`config.mk`:
```
export PLATFORM = sky130hd
export DESIGN_NAME = pfs_supervisor
export DESIGN_NICKNAME = d
export VERILOG_FILES = /design/src/rtl/pfs_pkg.sv /design/src/rtl/pfs_persist.sv /design/src/rtl/pfs_supervisor.sv /design/src/rtl/pfs_sync.sv
export SDC_FILE = /design/constraint.sdc
export NUM_CORES = 1
export LEC_CHECK = 0
export BUFFER_PORTS_ARGS = -buffer_cell sky130_fd_sc_hd__buf_2
export CORE_MARGIN = 4
export CORE_UTILIZATION = 27
export DETAILED_ROUTE_END_ITERATION = 7
export MAX_ROUTING_LAYER = met4
export PLACE_DENSITY = 0.49
export SLEW_MARGIN = 30
export SYNTH_ARGS = -nofsm -noshare
export SYNTH_HDL_FRONTEND = slang
export SYNTH_SLANG_ARGS = --single-unit
export TNS_END_PERCENT = 50
```
`constraint.sdc`:
```
create_clock -name sys_clk -period 3.23 [get_ports sys_clk]
set_input_delay 0.1615 -clock sys_clk [delete_from_list [all_inputs] [get_ports sys_clk]]
set_output_delay 0.1615 -clock sys_clk [all_outputs]
set_load 0.01 [all_outputs]
```
`src/rtl/pfs_pkg.sv`:
```
// Constants and states for the PWM fault supervisor.
// Assumes a 25 MHz system clock and a synchronous active-high reset.
package pfs_pkg;
  localparam int CLK_HZ = 25000000;
  localparam int FAULT_FILTER_US = 10;
  localparam int LATCH_COUNT_CYC = 4;
  localparam int OTP_BLANK_MS = 8;
  localparam int OVERLOAD_MS = 15;
  localparam int AUTOREC_MS = 1000;
  localparam int SUPPLY_OV_BLANK_US = 10;
  localparam int LINE_OV_BLANK_US = 20;
  localparam int BROWNOUT_MS = 50;
  localparam int FAULT_FILTER_CYC = FAULT_FILTER_US * (CLK_HZ / 1000000);
  localparam int SUPPLY_OV_CYC = SUPPLY_OV_BLANK_US * (CLK_HZ / 1000000);
  localparam int LINE_OV_CYC = LINE_OV_BLANK_US * (CLK_HZ / 1000000);
  localparam int OTP_BLANK_CYC = OTP_BLANK_MS * (CLK_HZ / 1000);
  localparam int OVERLOAD_CYC = OVERLOAD_MS * (CLK_HZ / 1000);
  localparam int AUTOREC_CYC = AUTOREC_MS * (CLK_HZ / 1000);
  localparam int BROWNOUT_CYC = BROWNOUT_MS * (CLK_HZ / 1000);
  localparam int CNT_W = 25;
  localparam int LATCH_W = 3;
  typedef enum logic [2:0] {
    PFS_OFF, PFS_WAIT_START, PFS_RUN, PFS_RECOVER, PFS_LATCHED, PFS_BROWN
  } pfs_state_t;
endpackage

```
`src/rtl/pfs_persist.sv`:
```
// Counts cycles that a condition holds continuously; flags at a limit.
// Assumes cond is a synchronous level; srst or a low cond restarts the count.
`timescale 1ns/100ps
module pfs_persist #(
  parameter int LIMIT = 1
) (
  input  wire logic sys_clk,
  input  wire logic srst,
  input  wire logic cond,
  output logic      hit
);
  import pfs_pkg::*;
  logic [CNT_W-1:0] count;
  always_ff @(posedge sys_clk) begin
    if (srst || !cond) begin
      count <= '0;
      hit   <= 1'b0;
    end else if (count >= CNT_W'(LIMIT - 1)) begin
      hit <= 1'b1;
    end else begin
      count <= count + 1'b1;
    end
  end
endmodule // pfs_persist

```
`src/rtl/pfs_supervisor.sv`:
```
// Protection and sequencing core of the PWM fault supervisor.
// Assumes comparator pins are asynchronous and sw_clk_tick marks each
// switching cycle start as a one-cycle pulse in the sys_clk domain.
`timescale 1ns/100ps
module pfs_supervisor #(
  parameter bit AUTO_RECOVER_SHORT = 1'b1,
  parameter int OTP_BLANK_CYCLES   = pfs_pkg::OTP_BLANK_CYC,
  parameter int OVERLOAD_CYCLES    = pfs_pkg::OVERLOAD_CYC,
  parameter int AUTOREC_CYCLES     = pfs_pkg::AUTOREC_CYC,
  parameter int BROWNOUT_CYCLES    = pfs_pkg::BROWNOUT_CYC
) (
  input  wire logic sys_clk,
  input  wire logic srst,
  input  wire logic sw_clk_tick,
  input  wire logic fault_pin_upper_level,
  input  wire logic fault_pin_low,
  input  wire logic supply_overvoltage_level,
  input  wire logic current_limit,
  input  wire logic line_ok,
  input  wire logic line_low,
  input  wire logic line_guard_enable_level,
  input  wire logic line_overvoltage_level,
  input  wire logic line_high,
  input  wire logic feedback_skip,
  input  wire logic supply_start,
  input  wire logic supply_min,
  input  wire logic supply_low,
  output logic      drive_enable,
  output logic      soft_start_ground,
  output logic      ntc_boost_bias,
  output logic      startup_source_on,
  output logic      jitter_enable,
  output logic      overload_flag,
  output logic      fault_latched
);
  import pfs_pkg::*;

  logic fp_hi;
  logic fp_lo;
  logic vcc_over;
  logic ilim;
  logic line_on;
  logic line_off;
  logic guard_lvl;
  logic line_over;
  logic hi_line;
  logic skip;
  logic vcc_on;
  logic vcc_min;
  logic vcc_low;

  // Comparator levels pass two flops before any logic reads them
  pfs_sync u_s0 (.sys_clk(sys_clk), .srst(srst),
    .async_in(fault_pin_upper_level),
    .sync_out(fp_hi));
  pfs_sync u_s1 (.sys_clk(sys_clk), .srst(srst),
    .async_in(fault_pin_low),
    .sync_out(fp_lo));
  pfs_sync u_s2 (.sys_clk(sys_clk), .srst(srst),
    .async_in(supply_overvoltage_level),
    .sync_out(vcc_over));
  pfs_sync u_s3 (.sys_clk(sys_clk), .srst(srst),
    .async_in(current_limit),
    .sync_out(ilim));
  pfs_sync u_s4 (.sys_clk(sys_clk), .srst(srst),
    .async_in(line_ok),
    .sync_out(line_on));
  pfs_sync u_s5 (.sys_clk(sys_clk), .srst(srst),
    .async_in(line_low),
    .sync_out(line_off));
  pfs_sync u_s6 (.sys_clk(sys_clk), .srst(srst),
    .async_in(line_guard_enable_level),
    .sync_out(guard_lvl));
  pfs_sync u_s7 (.sys_clk(sys_clk), .srst(srst),
    .async_in(line_overvoltage_level),
    .sync_out(line_over));
  pfs_sync u_s8 (.sys_clk(sys_clk), .srst(srst),
    .async_in(line_high),
    .sync_out(hi_line));
  pfs_sync u_s9 (.sys_clk(sys_clk), .srst(srst),
    .async_in(feedback_skip),
    .sync_out(skip));
  pfs_sync u_s10 (.sys_clk(sys_clk), .srst(srst),
    .async_in(supply_start),
    .sync_out(vcc_on));
  pfs_sync u_s11 (.sys_clk(sys_clk), .srst(srst),
    .async_in(supply_min),
    .sync_out(vcc_min));
  pfs_sync u_s12 (.sys_clk(sys_clk), .srst(srst),
    .async_in(supply_low),
    .sync_out(vcc_low));

  pfs_state_t       state;
  logic             vcc_min_d;
  logic             guard_en;
  logic             guard_sampled;
  logic             otp_blank;
  logic [CNT_W-1:0] otp_cnt;
  logic             fault_cond;
  logic             filt_done;
  logic [LATCH_W-1:0] latch_cnt;
  logic             latch_confirm;
  logic             vcc_over_hit;
  logic             line_over_hit;
  logic             line_off_hit;
  logic             brownout;
  logic             ilim_seen;
  logic [CNT_W-1:0] ovl_cnt;
  logic             ovl_valid;
  logic [CNT_W-1:0] rec_cnt;
  logic             rec_done;
  logic             general_reset;

  // Brown-out sampling of the enable level at supply minimum
  always_ff @(posedge sys_clk) begin
    if (srst) begin
      vcc_min_d     <= 1'b0;
      guard_en      <= 1'b1;
      guard_sampled <= 1'b0;
    end else begin
      vcc_min_d <= vcc_min;
      if (vcc_min && !vcc_min_d && !guard_sampled) begin
        guard_en      <= guard_lvl;
        guard_sampled <= 1'b1;
      end
    end
  end

  // Thermal blanking window from each start-up
  always_ff @(posedge sys_clk) begin
    if (srst || state == PFS_WAIT_START) begin
      otp_cnt   <= '0;
      otp_blank <= 1'b1;
    end else if (otp_blank) begin
      if (otp_cnt >= CNT_W'(OTP_BLANK_CYCLES - 1))
        otp_blank <= 1'b0;
      else
        otp_cnt <= otp_cnt + 1'b1;
    end
  end
  assign ntc_boost_bias = otp_blank && state != PFS_OFF;

  assign fault_cond = fp_hi || (fp_lo && !otp_blank);

  // Fault-pin filter ahead of the switching-cycle count
  pfs_persist #(.LIMIT(FAULT_FILTER_CYC)) u_ffilt (
    .sys_clk(sys_clk), .srst(srst),
    .cond(fault_cond), .hit(filt_done));

  // Switching-cycle confirmation after the filter
  always_ff @(posedge sys_clk) begin
    if (srst || !filt_done) begin
      latch_cnt     <= '0;
      latch_confirm <= 1'b0;
    end else if (sw_clk_tick) begin
      if (latch_cnt >= LATCH_W'(LATCH_COUNT_CYC - 1))
        latch_confirm <= 1'b1;
      else
        latch_cnt <= latch_cnt + 1'b1;
    end
  end

  // Over-voltage blanking and brown-out filter timers
  pfs_persist #(.LIMIT(SUPPLY_OV_CYC)) u_vover (
    .sys_clk(sys_clk), .srst(srst),
    .cond(vcc_over), .hit(vcc_over_hit));
  pfs_persist #(.LIMIT(LINE_OV_CYC)) u_lover (
    .sys_clk(sys_clk), .srst(srst),
    .cond(line_over && guard_en), .hit(line_over_hit));
  pfs_persist #(.LIMIT(BROWNOUT_CYCLES)) u_loff (
    .sys_clk(sys_clk), .srst(srst),
    .cond(line_off && guard_en), .hit(line_off_hit));

  // Brown-out declared and held until the line returns
  always_ff @(posedge sys_clk) begin
    if (srst || !guard_en)
      brownout <= 1'b0;
    else if (line_off_hit)
      brownout <= 1'b1;
    else if (line_on)
      brownout <= 1'b0;
  end
  assign general_reset = state == PFS_BROWN && !brownout;

  // Overload timer, cleared by a cycle without a current-limit trip
  always_ff @(posedge sys_clk) begin
    if (srst || state != PFS_RUN) begin
      ilim_seen     <= 1'b0;
      overload_flag <= 1'b0;
      ovl_cnt       <= '0;
      ovl_valid     <= 1'b0;
    end else begin
      if (ilim) begin
        overload_flag <= 1'b1;
        ilim_seen     <= 1'b1;
      end else if (sw_clk_tick) begin
        ilim_seen <= 1'b0;
      end
      if (sw_clk_tick && !ilim_seen && !ilim) begin
        ovl_cnt       <= '0;
        overload_flag <= 1'b0;
      end else if (overload_flag) begin
        if (ovl_cnt >= CNT_W'(OVERLOAD_CYCLES - 1))
          ovl_valid <= 1'b1;
        else
          ovl_cnt <= ovl_cnt + 1'b1;
      end
    end
  end

  // Auto-recovery off timer
  always_ff @(posedge sys_clk) begin
    if (srst || state != PFS_RECOVER) begin
      rec_cnt  <= '0;
      rec_done <= 1'b0;
    end else if (rec_cnt >= CNT_W'(AUTOREC_CYCLES - 1)) begin
      rec_done <= 1'b1;
    end else begin
      rec_cnt <= rec_cnt + 1'b1;
    end
  end

  // Sequencing state machine
  always_ff @(posedge sys_clk) begin
    if (srst) begin
      state <= PFS_OFF;
    end else if (brownout && state != PFS_LATCHED) begin
      state <= PFS_BROWN;
    end else begin
      unique case (state)
        PFS_OFF: begin
          if (vcc_on)
            state <= PFS_WAIT_START;
        end
        PFS_WAIT_START: begin
          state <= PFS_RUN;
        end
        PFS_RUN: begin
          if (latch_confirm)
            state <= PFS_LATCHED;
          else if (vcc_over_hit)
            state <= PFS_RECOVER;
          else if (ovl_valid)
            state <= AUTO_RECOVER_SHORT ? PFS_RECOVER : PFS_LATCHED;
        end
        PFS_RECOVER: begin
          if (rec_done)
            state <= PFS_OFF;
        end
        PFS_LATCHED: begin
          if (brownout)
            state <= PFS_BROWN;
        end
        PFS_BROWN: begin
          if (general_reset)
            state <= PFS_OFF;
        end
        default: begin
          state <= PFS_OFF;
        end
      endcase
    end
  end

  // Latched-off indication, kept through a brown-out until its general reset
  always_ff @(posedge sys_clk) begin
    if (srst)
      fault_latched <= 1'b0;
    else if (state == PFS_LATCHED)
      fault_latched <= 1'b1;
    else if (general_reset)
      fault_latched <= 1'b0;
  end

  // Gate drive enable
  always_ff @(posedge sys_clk) begin
    if (srst)
      drive_enable <= 1'b0;
    else
      drive_enable <= state == PFS_RUN && !latch_confirm
        && !vcc_over
        && !ovl_valid && !brownout
        && !skip
        && !line_over_hit;
  end

  // Soft-start node held at ground outside normal running
  always_ff @(posedge sys_clk) begin
    if (srst)
      soft_start_ground <= 1'b1;
    else
      soft_start_ground <= state != PFS_RUN || brownout;
  end

  // Start-up current source keeps the controller powered
  always_ff @(posedge sys_clk) begin
    if (srst)
      startup_source_on <= 1'b1;
    else
      startup_source_on <= vcc_low || state == PFS_OFF;
  end

  // Frequency jitter only while running at high line
  always_ff @(posedge sys_clk) begin
    if (srst)
      jitter_enable <= 1'b0;
    else
      jitter_enable <= hi_line && state == PFS_RUN;
  end
endmodule // pfs_supervisor

```
`src/rtl/pfs_sync.sv`:
```
// Two-stage synchroniser for an asynchronous comparator level.
// Assumes the input may change at any time relative to sys_clk.
`timescale 1ns/100ps
module pfs_sync (
  input  wire logic sys_clk,
  input  wire logic srst,
  input  wire logic async_in,
  output logic      sync_out
);
  logic stage1;
  always_ff @(posedge sys_clk) begin
    if (srst) begin
      stage1   <= 1'b0;
      sync_out <= 1'b0;
    end else begin
      stage1   <= async_in;
      sync_out <= stage1;
    end
  end
endmodule // pfs_sync

```
After elaboration in Yosys (flattened, before gate mapping)
Index checks and enable logic that the tools add are counted.

Output and inout bits: 7. Input bits: 16. Register bits after elaboration: 226. Logic and storage cells: 169.

Magnitude comparators: 8. Bitwise gates (word level): 4. Eq/ne operators: 18. Muxes and demuxes: 17. Reduce and logical (&&, ||, !) cells: 59. Add/subtract/negate cells: 8.

Operator list (number): adder 25 x 1 -> 25 bit (second input constant) (7); >= comparator 25 x 8 -> 1 bit (second input constant) (2); >= comparator 25 x 18 -> 1 bit (second input constant) (1); >= comparator 25 x 19 -> 1 bit (second input constant) (1); >= comparator 25 x 21 -> 1 bit (second input constant) (1); >= comparator 25 bit (second input constant) (1); >= comparator 25 x 9 -> 1 bit (second input constant) (1); two-way mux 3 bit (8); case mux 3 bit (6 select lines) (1); logical AND 1 bit (17); zero test 1 bit (16); logical OR 1 bit (12); inequality test 3 x 2 -> 1 bit (second input constant) (4); AND reduction 5 bit (2); inequality test 3 bit (second input constant) (3); two-way mux 1 bit (8); AND reduction 2 bit (4); equality test 3 x 2 -> 1 bit (second input constant) (2); equality test 3 bit (second input constant) (2); inequality test 2 bit (second input constant) (3); nonzero test 2 bit (3); inequality test 5 x 4 -> 1 bit (second input constant) (1); inequality test 4 x 3 -> 1 bit (second input constant) (1); NOT 1 bit (4); 8 further kinds (9).

Longest topological paths before layout
Word-level depth: 7. Mapped depth: 9. Depth with buffers taken out: 8.

By module
From an unflattened synthesis, not the netlist that was laid out.

Cell total of the unflattened synthesis: 1052. Area total of the unflattened synthesis: 9696.8 um^2.

Modules (own cells, without submodules): pfs_supervisor (instances 1, area an instance 4665.7 um^2, seq. area each 1921.8 um^2, cells each 551); pfs_persist at u_ffilt ... (instances 2, area an instance 970.9 um^2, seq. area each 520.5 um^2, cells each 92); pfs_persist at u_loff (instances 1, area an instance 1398.8 um^2, seq. area each 520.5 um^2, cells each 163); pfs_persist at u_lover (instances 1, area an instance 1007.2 um^2, seq. area each 520.5 um^2, cells each 102); pfs_sync (instances 13, area an instance 52.6 um^2, seq. area each 40.0 um^2, cells each 4).

Worst setup path before layout
OpenSTA, ideal clock, no wires.

Path kind: register to register. Start point: register otp_cnt[0]. End point: register otp_cnt[13]. Slack: 1.053 ns. Arrival: 2.050 ns. Cell stages (with the launch flop): 10. Data required time: 3.102 ns. Path through: dfxtp_1 -> ha_1 -> buf_2 -> a21o_1 -> a211o_1 -> a211oi_2 -> buf_2 -> nand3_1 -> xor2_1 -> nor2_1.

Longest elaborated chain between the ends: 3. Elaborated cells between the ends (all ways): 4. Those cells by class: add/sub (1); order compare (1); bitwise (1); reduce/logical (1).

Ends and longest elaborated chain: start, declared (RTL line pfs_supervisor.sv:98) `logic [CNT_W-1:0] otp_cnt;`; start signal, assigned (RTL line pfs_supervisor.sv:138) `otp_cnt <= otp_cnt + 1'b1;`; >= comparator 25 x 18 -> 1 bit (RTL line pfs_supervisor.sv:135) `if (otp_cnt >= CNT_W'(OTP_BLANK_CYCLES - 1))`; NOT 1 bit (no line); AND reduction 2 bit (no line).

Several ways; a longest one is shown, not always the timed one. A chain may end at the register's enable or synchronous reset.

Final worst setup path
Start point: register rec_cnt[0]. End point: register rec_cnt[8].

Longest elaborated chain between the ends: 1. Elaborated cells between the ends (all ways): 2. Those cells by class: add/sub (1); order compare (1).

Ends and longest elaborated chain: start, declared (RTL line pfs_supervisor.sv:110) `logic [CNT_W-1:0] rec_cnt;`; start signal, assigned (RTL line pfs_supervisor.sv:219) `rec_cnt <= rec_cnt + 1'b1;`; adder 25 x 1 -> 25 bit or >= comparator 25 bit (tied branches) (RTL line pfs_supervisor.sv:219, pfs_supervisor.sv:216).

Several ways; a longest one is shown, not always the timed one.

==> out/metrics.cfg <==
[clocking]
cts_inserted_buffers = 26
clk_latency_ns = 0.52
clock_path_buffers = 3
path_clk_slew_ns = 0.06
cts_max_level = 1
cts_tree = done
numClockSinks = 226
cts_root_buffer = clkbuf_16
cts_setup_buffers = 0

[power_and_ir_drop]
pwr-share-comb_pct = 1.7
p_clk_share_pct = 50.8
peakVddDrop_uv = 506
leakage_nw = 3.87
power_switching_mw = 1.21
pwr-share-seq_pct = 47.5
cellPowerDensity_nw_per_um2 = 569
p_total_mw = 5.95
p_sw_share_pct = 20.3
internal_power_mw = 4.74

[setup_path]
rrSetupSlack_ns = 0.79
worstSetupPathType = reg2reg
critPathArrivalTime_ns = 2.84
cp.required_ns = 3.64
r2r_cells = 7
worstSetupStartpointType = register
endpoint_kind = register
path_max_fanout = 23

[synth]
synthTopCellsByArea = dfxtp_1, nor2_1, xor2_1
ys_warn_count = 0
synth.largest_area_cell = dfxtp_1
syn_inst = 952
synth_area_um2 = 8860
async_flop_share_pct = 0
synth.distinct_cells = 66
synth-main-ff-cell = dfxtp_1
yosysTopAreaCellShare_pct = 51.1
syn_area_per_cell_um2 = 9.31
yosysMostFrequentCell = dfxtp_1
ys_seq_elements = 226
syn_nets = 979
synth_edf_count = 0
yosysSeqAreaShare_pct = 51.1
synthTopCellsByCount = dfxtp_1, nor2_1, nand2_1

[floorplanning]
fp.dieH_um = 189
top_level_ports = 23
die_w_um = 189
die_area_um2 = 35800
core.rowCount = 66
core_area_um2 = 32500
initial_core_util_pct = 27.3

[placement]
globalplace.congestion = 0.753
dp.final_hpwl_mm = 11.3
dpl_worst_slack_ns = 0.805
io_buffers = 22

[worst_hold_path]
min_path_cells = 4
hold_path_class = in2reg

[timing]
setup_viol = 0
timing.fmax_mhz = 410
relSlewSlack_pct = 54.9
grt_setup_unrepaired = no
skew_ns = 0.0245
worst_pin_slew_ns = 0.675
report.final.slew_viol_count = 0
layout_worst_path_cycle_share_pct = 75.4
hold_viol_final = 0
worst_slack_ns = 0.794
finalSetupTns_ns = 0
period_needed_ns = 2.44
holdWs_ns = 0.0417

[final_layout]
area.growth.synth_to_final_pct = 18.0
drive_gt1_share_pct = 8.74
diodes = 0
nets = 1015

[drt]
routed_wl_mm = 17.1
remaining_drc_errors = 0
drt-initial-drc-count = 320
antenna_left = 0
dr.pass1.iters = 5
via_per_inst = 4.51
vias = 6540
wl_per_cell_um = 11.8

[grt]
antenna_found_initial = 0
grt_pass1_vias = 6174
grt_overflow = 0
grt_pass1_wl_mm = 30.0
grt_usage_pct = 9.89
grt_start_max_net_pins = 42

[job]
max_cap_viol_count = 0

[outcome]
status = finished, final reports clean

==> logic make-up after synthesis <==
family / after synthesis / share of synthesized area [%]
simple gates: 463 / 28.8
flops: 226 / 51.1
compound gates: 139 / 10.1
xor+xnor: 58 / 5.73
buf+inv: 50 / 2.26
fa+ha+maj: 11 / 1.55
mux: 5 / 0.565
==> worst max-delay path: stages (launching register included) <==
cell,delay [ns]
dfxtp_1,0.43
ha_1,0.28
a21o_1,0.12
a21oi_2,0.05
a21boi_2,0.47
a21o_1,0.62
o311ai_0,0.25
o41ai_1,0.09
==> final timing paths <==
check | to | startpoint
hold / removal | ilim_seen$_SDFFE_PP0P_ | sw_clk_tick
setup / recovery | rec_cnt[8]$_SDFFE_PP0N_ | rec_cnt[0]$_SDFFE_PP0N_
setup reg to reg | rec_cnt[8]$_SDFFE_PP0N_ | rec_cnt[0]$_SDFFE_PP0N_
hold reg to reg | drive_enable$_SDFF_PP0_ | u_s9.sync_out$_SDFF_PP0_
==> power groups by stage <==
stage               clock, mW  combinational (mW)  sequential, mW
floorplan                   0              0.0616            2.88
global placement            0              0.0895            2.89
detailed placement          0              0.0892            2.89
CTS                      3.13               0.102            2.83
global route             3.25               0.114            2.83
finish                   3.03              0.0991            2.83
==> layout make-up <==
class / instances / area, um2
Sequential cell: 226 / 4520
Multi-Input combinational cell: 676 / 4140
Inverter: 17 / 63.8
Tap cell: 442 / 553
Clock inverter: 15 / 179
Fill cell: 3334 / 22000
Clock buffer: 32 / 714
Timing Repair Buffer: 41 / 285
==> stage by stage <==
step,utilization [%],std cells,instance area (um2)
after floorplan,-,952,8860
after global placement,29.1,1389,9430
after detailed placement,29.1,1389,9430
after CTS,32.2,1449,10500
after global routing,32.2,1449,10500
final,32.2,1449,10500
==> placed cells by master, fill, tap and decap left out, types with 22 or more instances in the layout <==
master / synthesis / layout
xor2_1: 39 / 39
and2_1: 50 / 50
o21ai_0: 30 / 30
nor2b_1: 34 / 34
a21oi_1: 51 / 51
or3_1: 31 / 31
nand4_1: 33 / 33
nor2_1: 99 / 99
buf_2: 4 / 22
and3_1: 47 / 47
clkbuf_16: 0 / 27
nand2_1: 54 / 54
nand3_1: 38 / 38
dfxtp_1: 226 / 226
==> routing by layer <==
metal / track usage (%) / wire [um] / vias up
met5: - / 0 / -
met4: 2.52 / 280 / 0
met3: 1.90 / 656 / 23
met2: 15.0 / 7270 / 82
met1: 13.6 / 8870 / 2990
li1: - / - / 3445
==> flip-flops by register name, summed over array words and instances, names as in the netlist, 3 cells and up <==
register and count:
otp_cnt 25, ovl_cnt 25, rec_cnt 25, u_ffilt.count 25, u_loff.count 25, u_lover.count 25, u_vover.count 25, latch_cnt 3
state 3
==> repair_timing <==
item / 4_1_cts / 5_1_grt
resized for setup: 0 / 0
hold endpoints to repair: 13 / 0
hold buffers: 13 / 0
(Power assumes the default switching activity.)
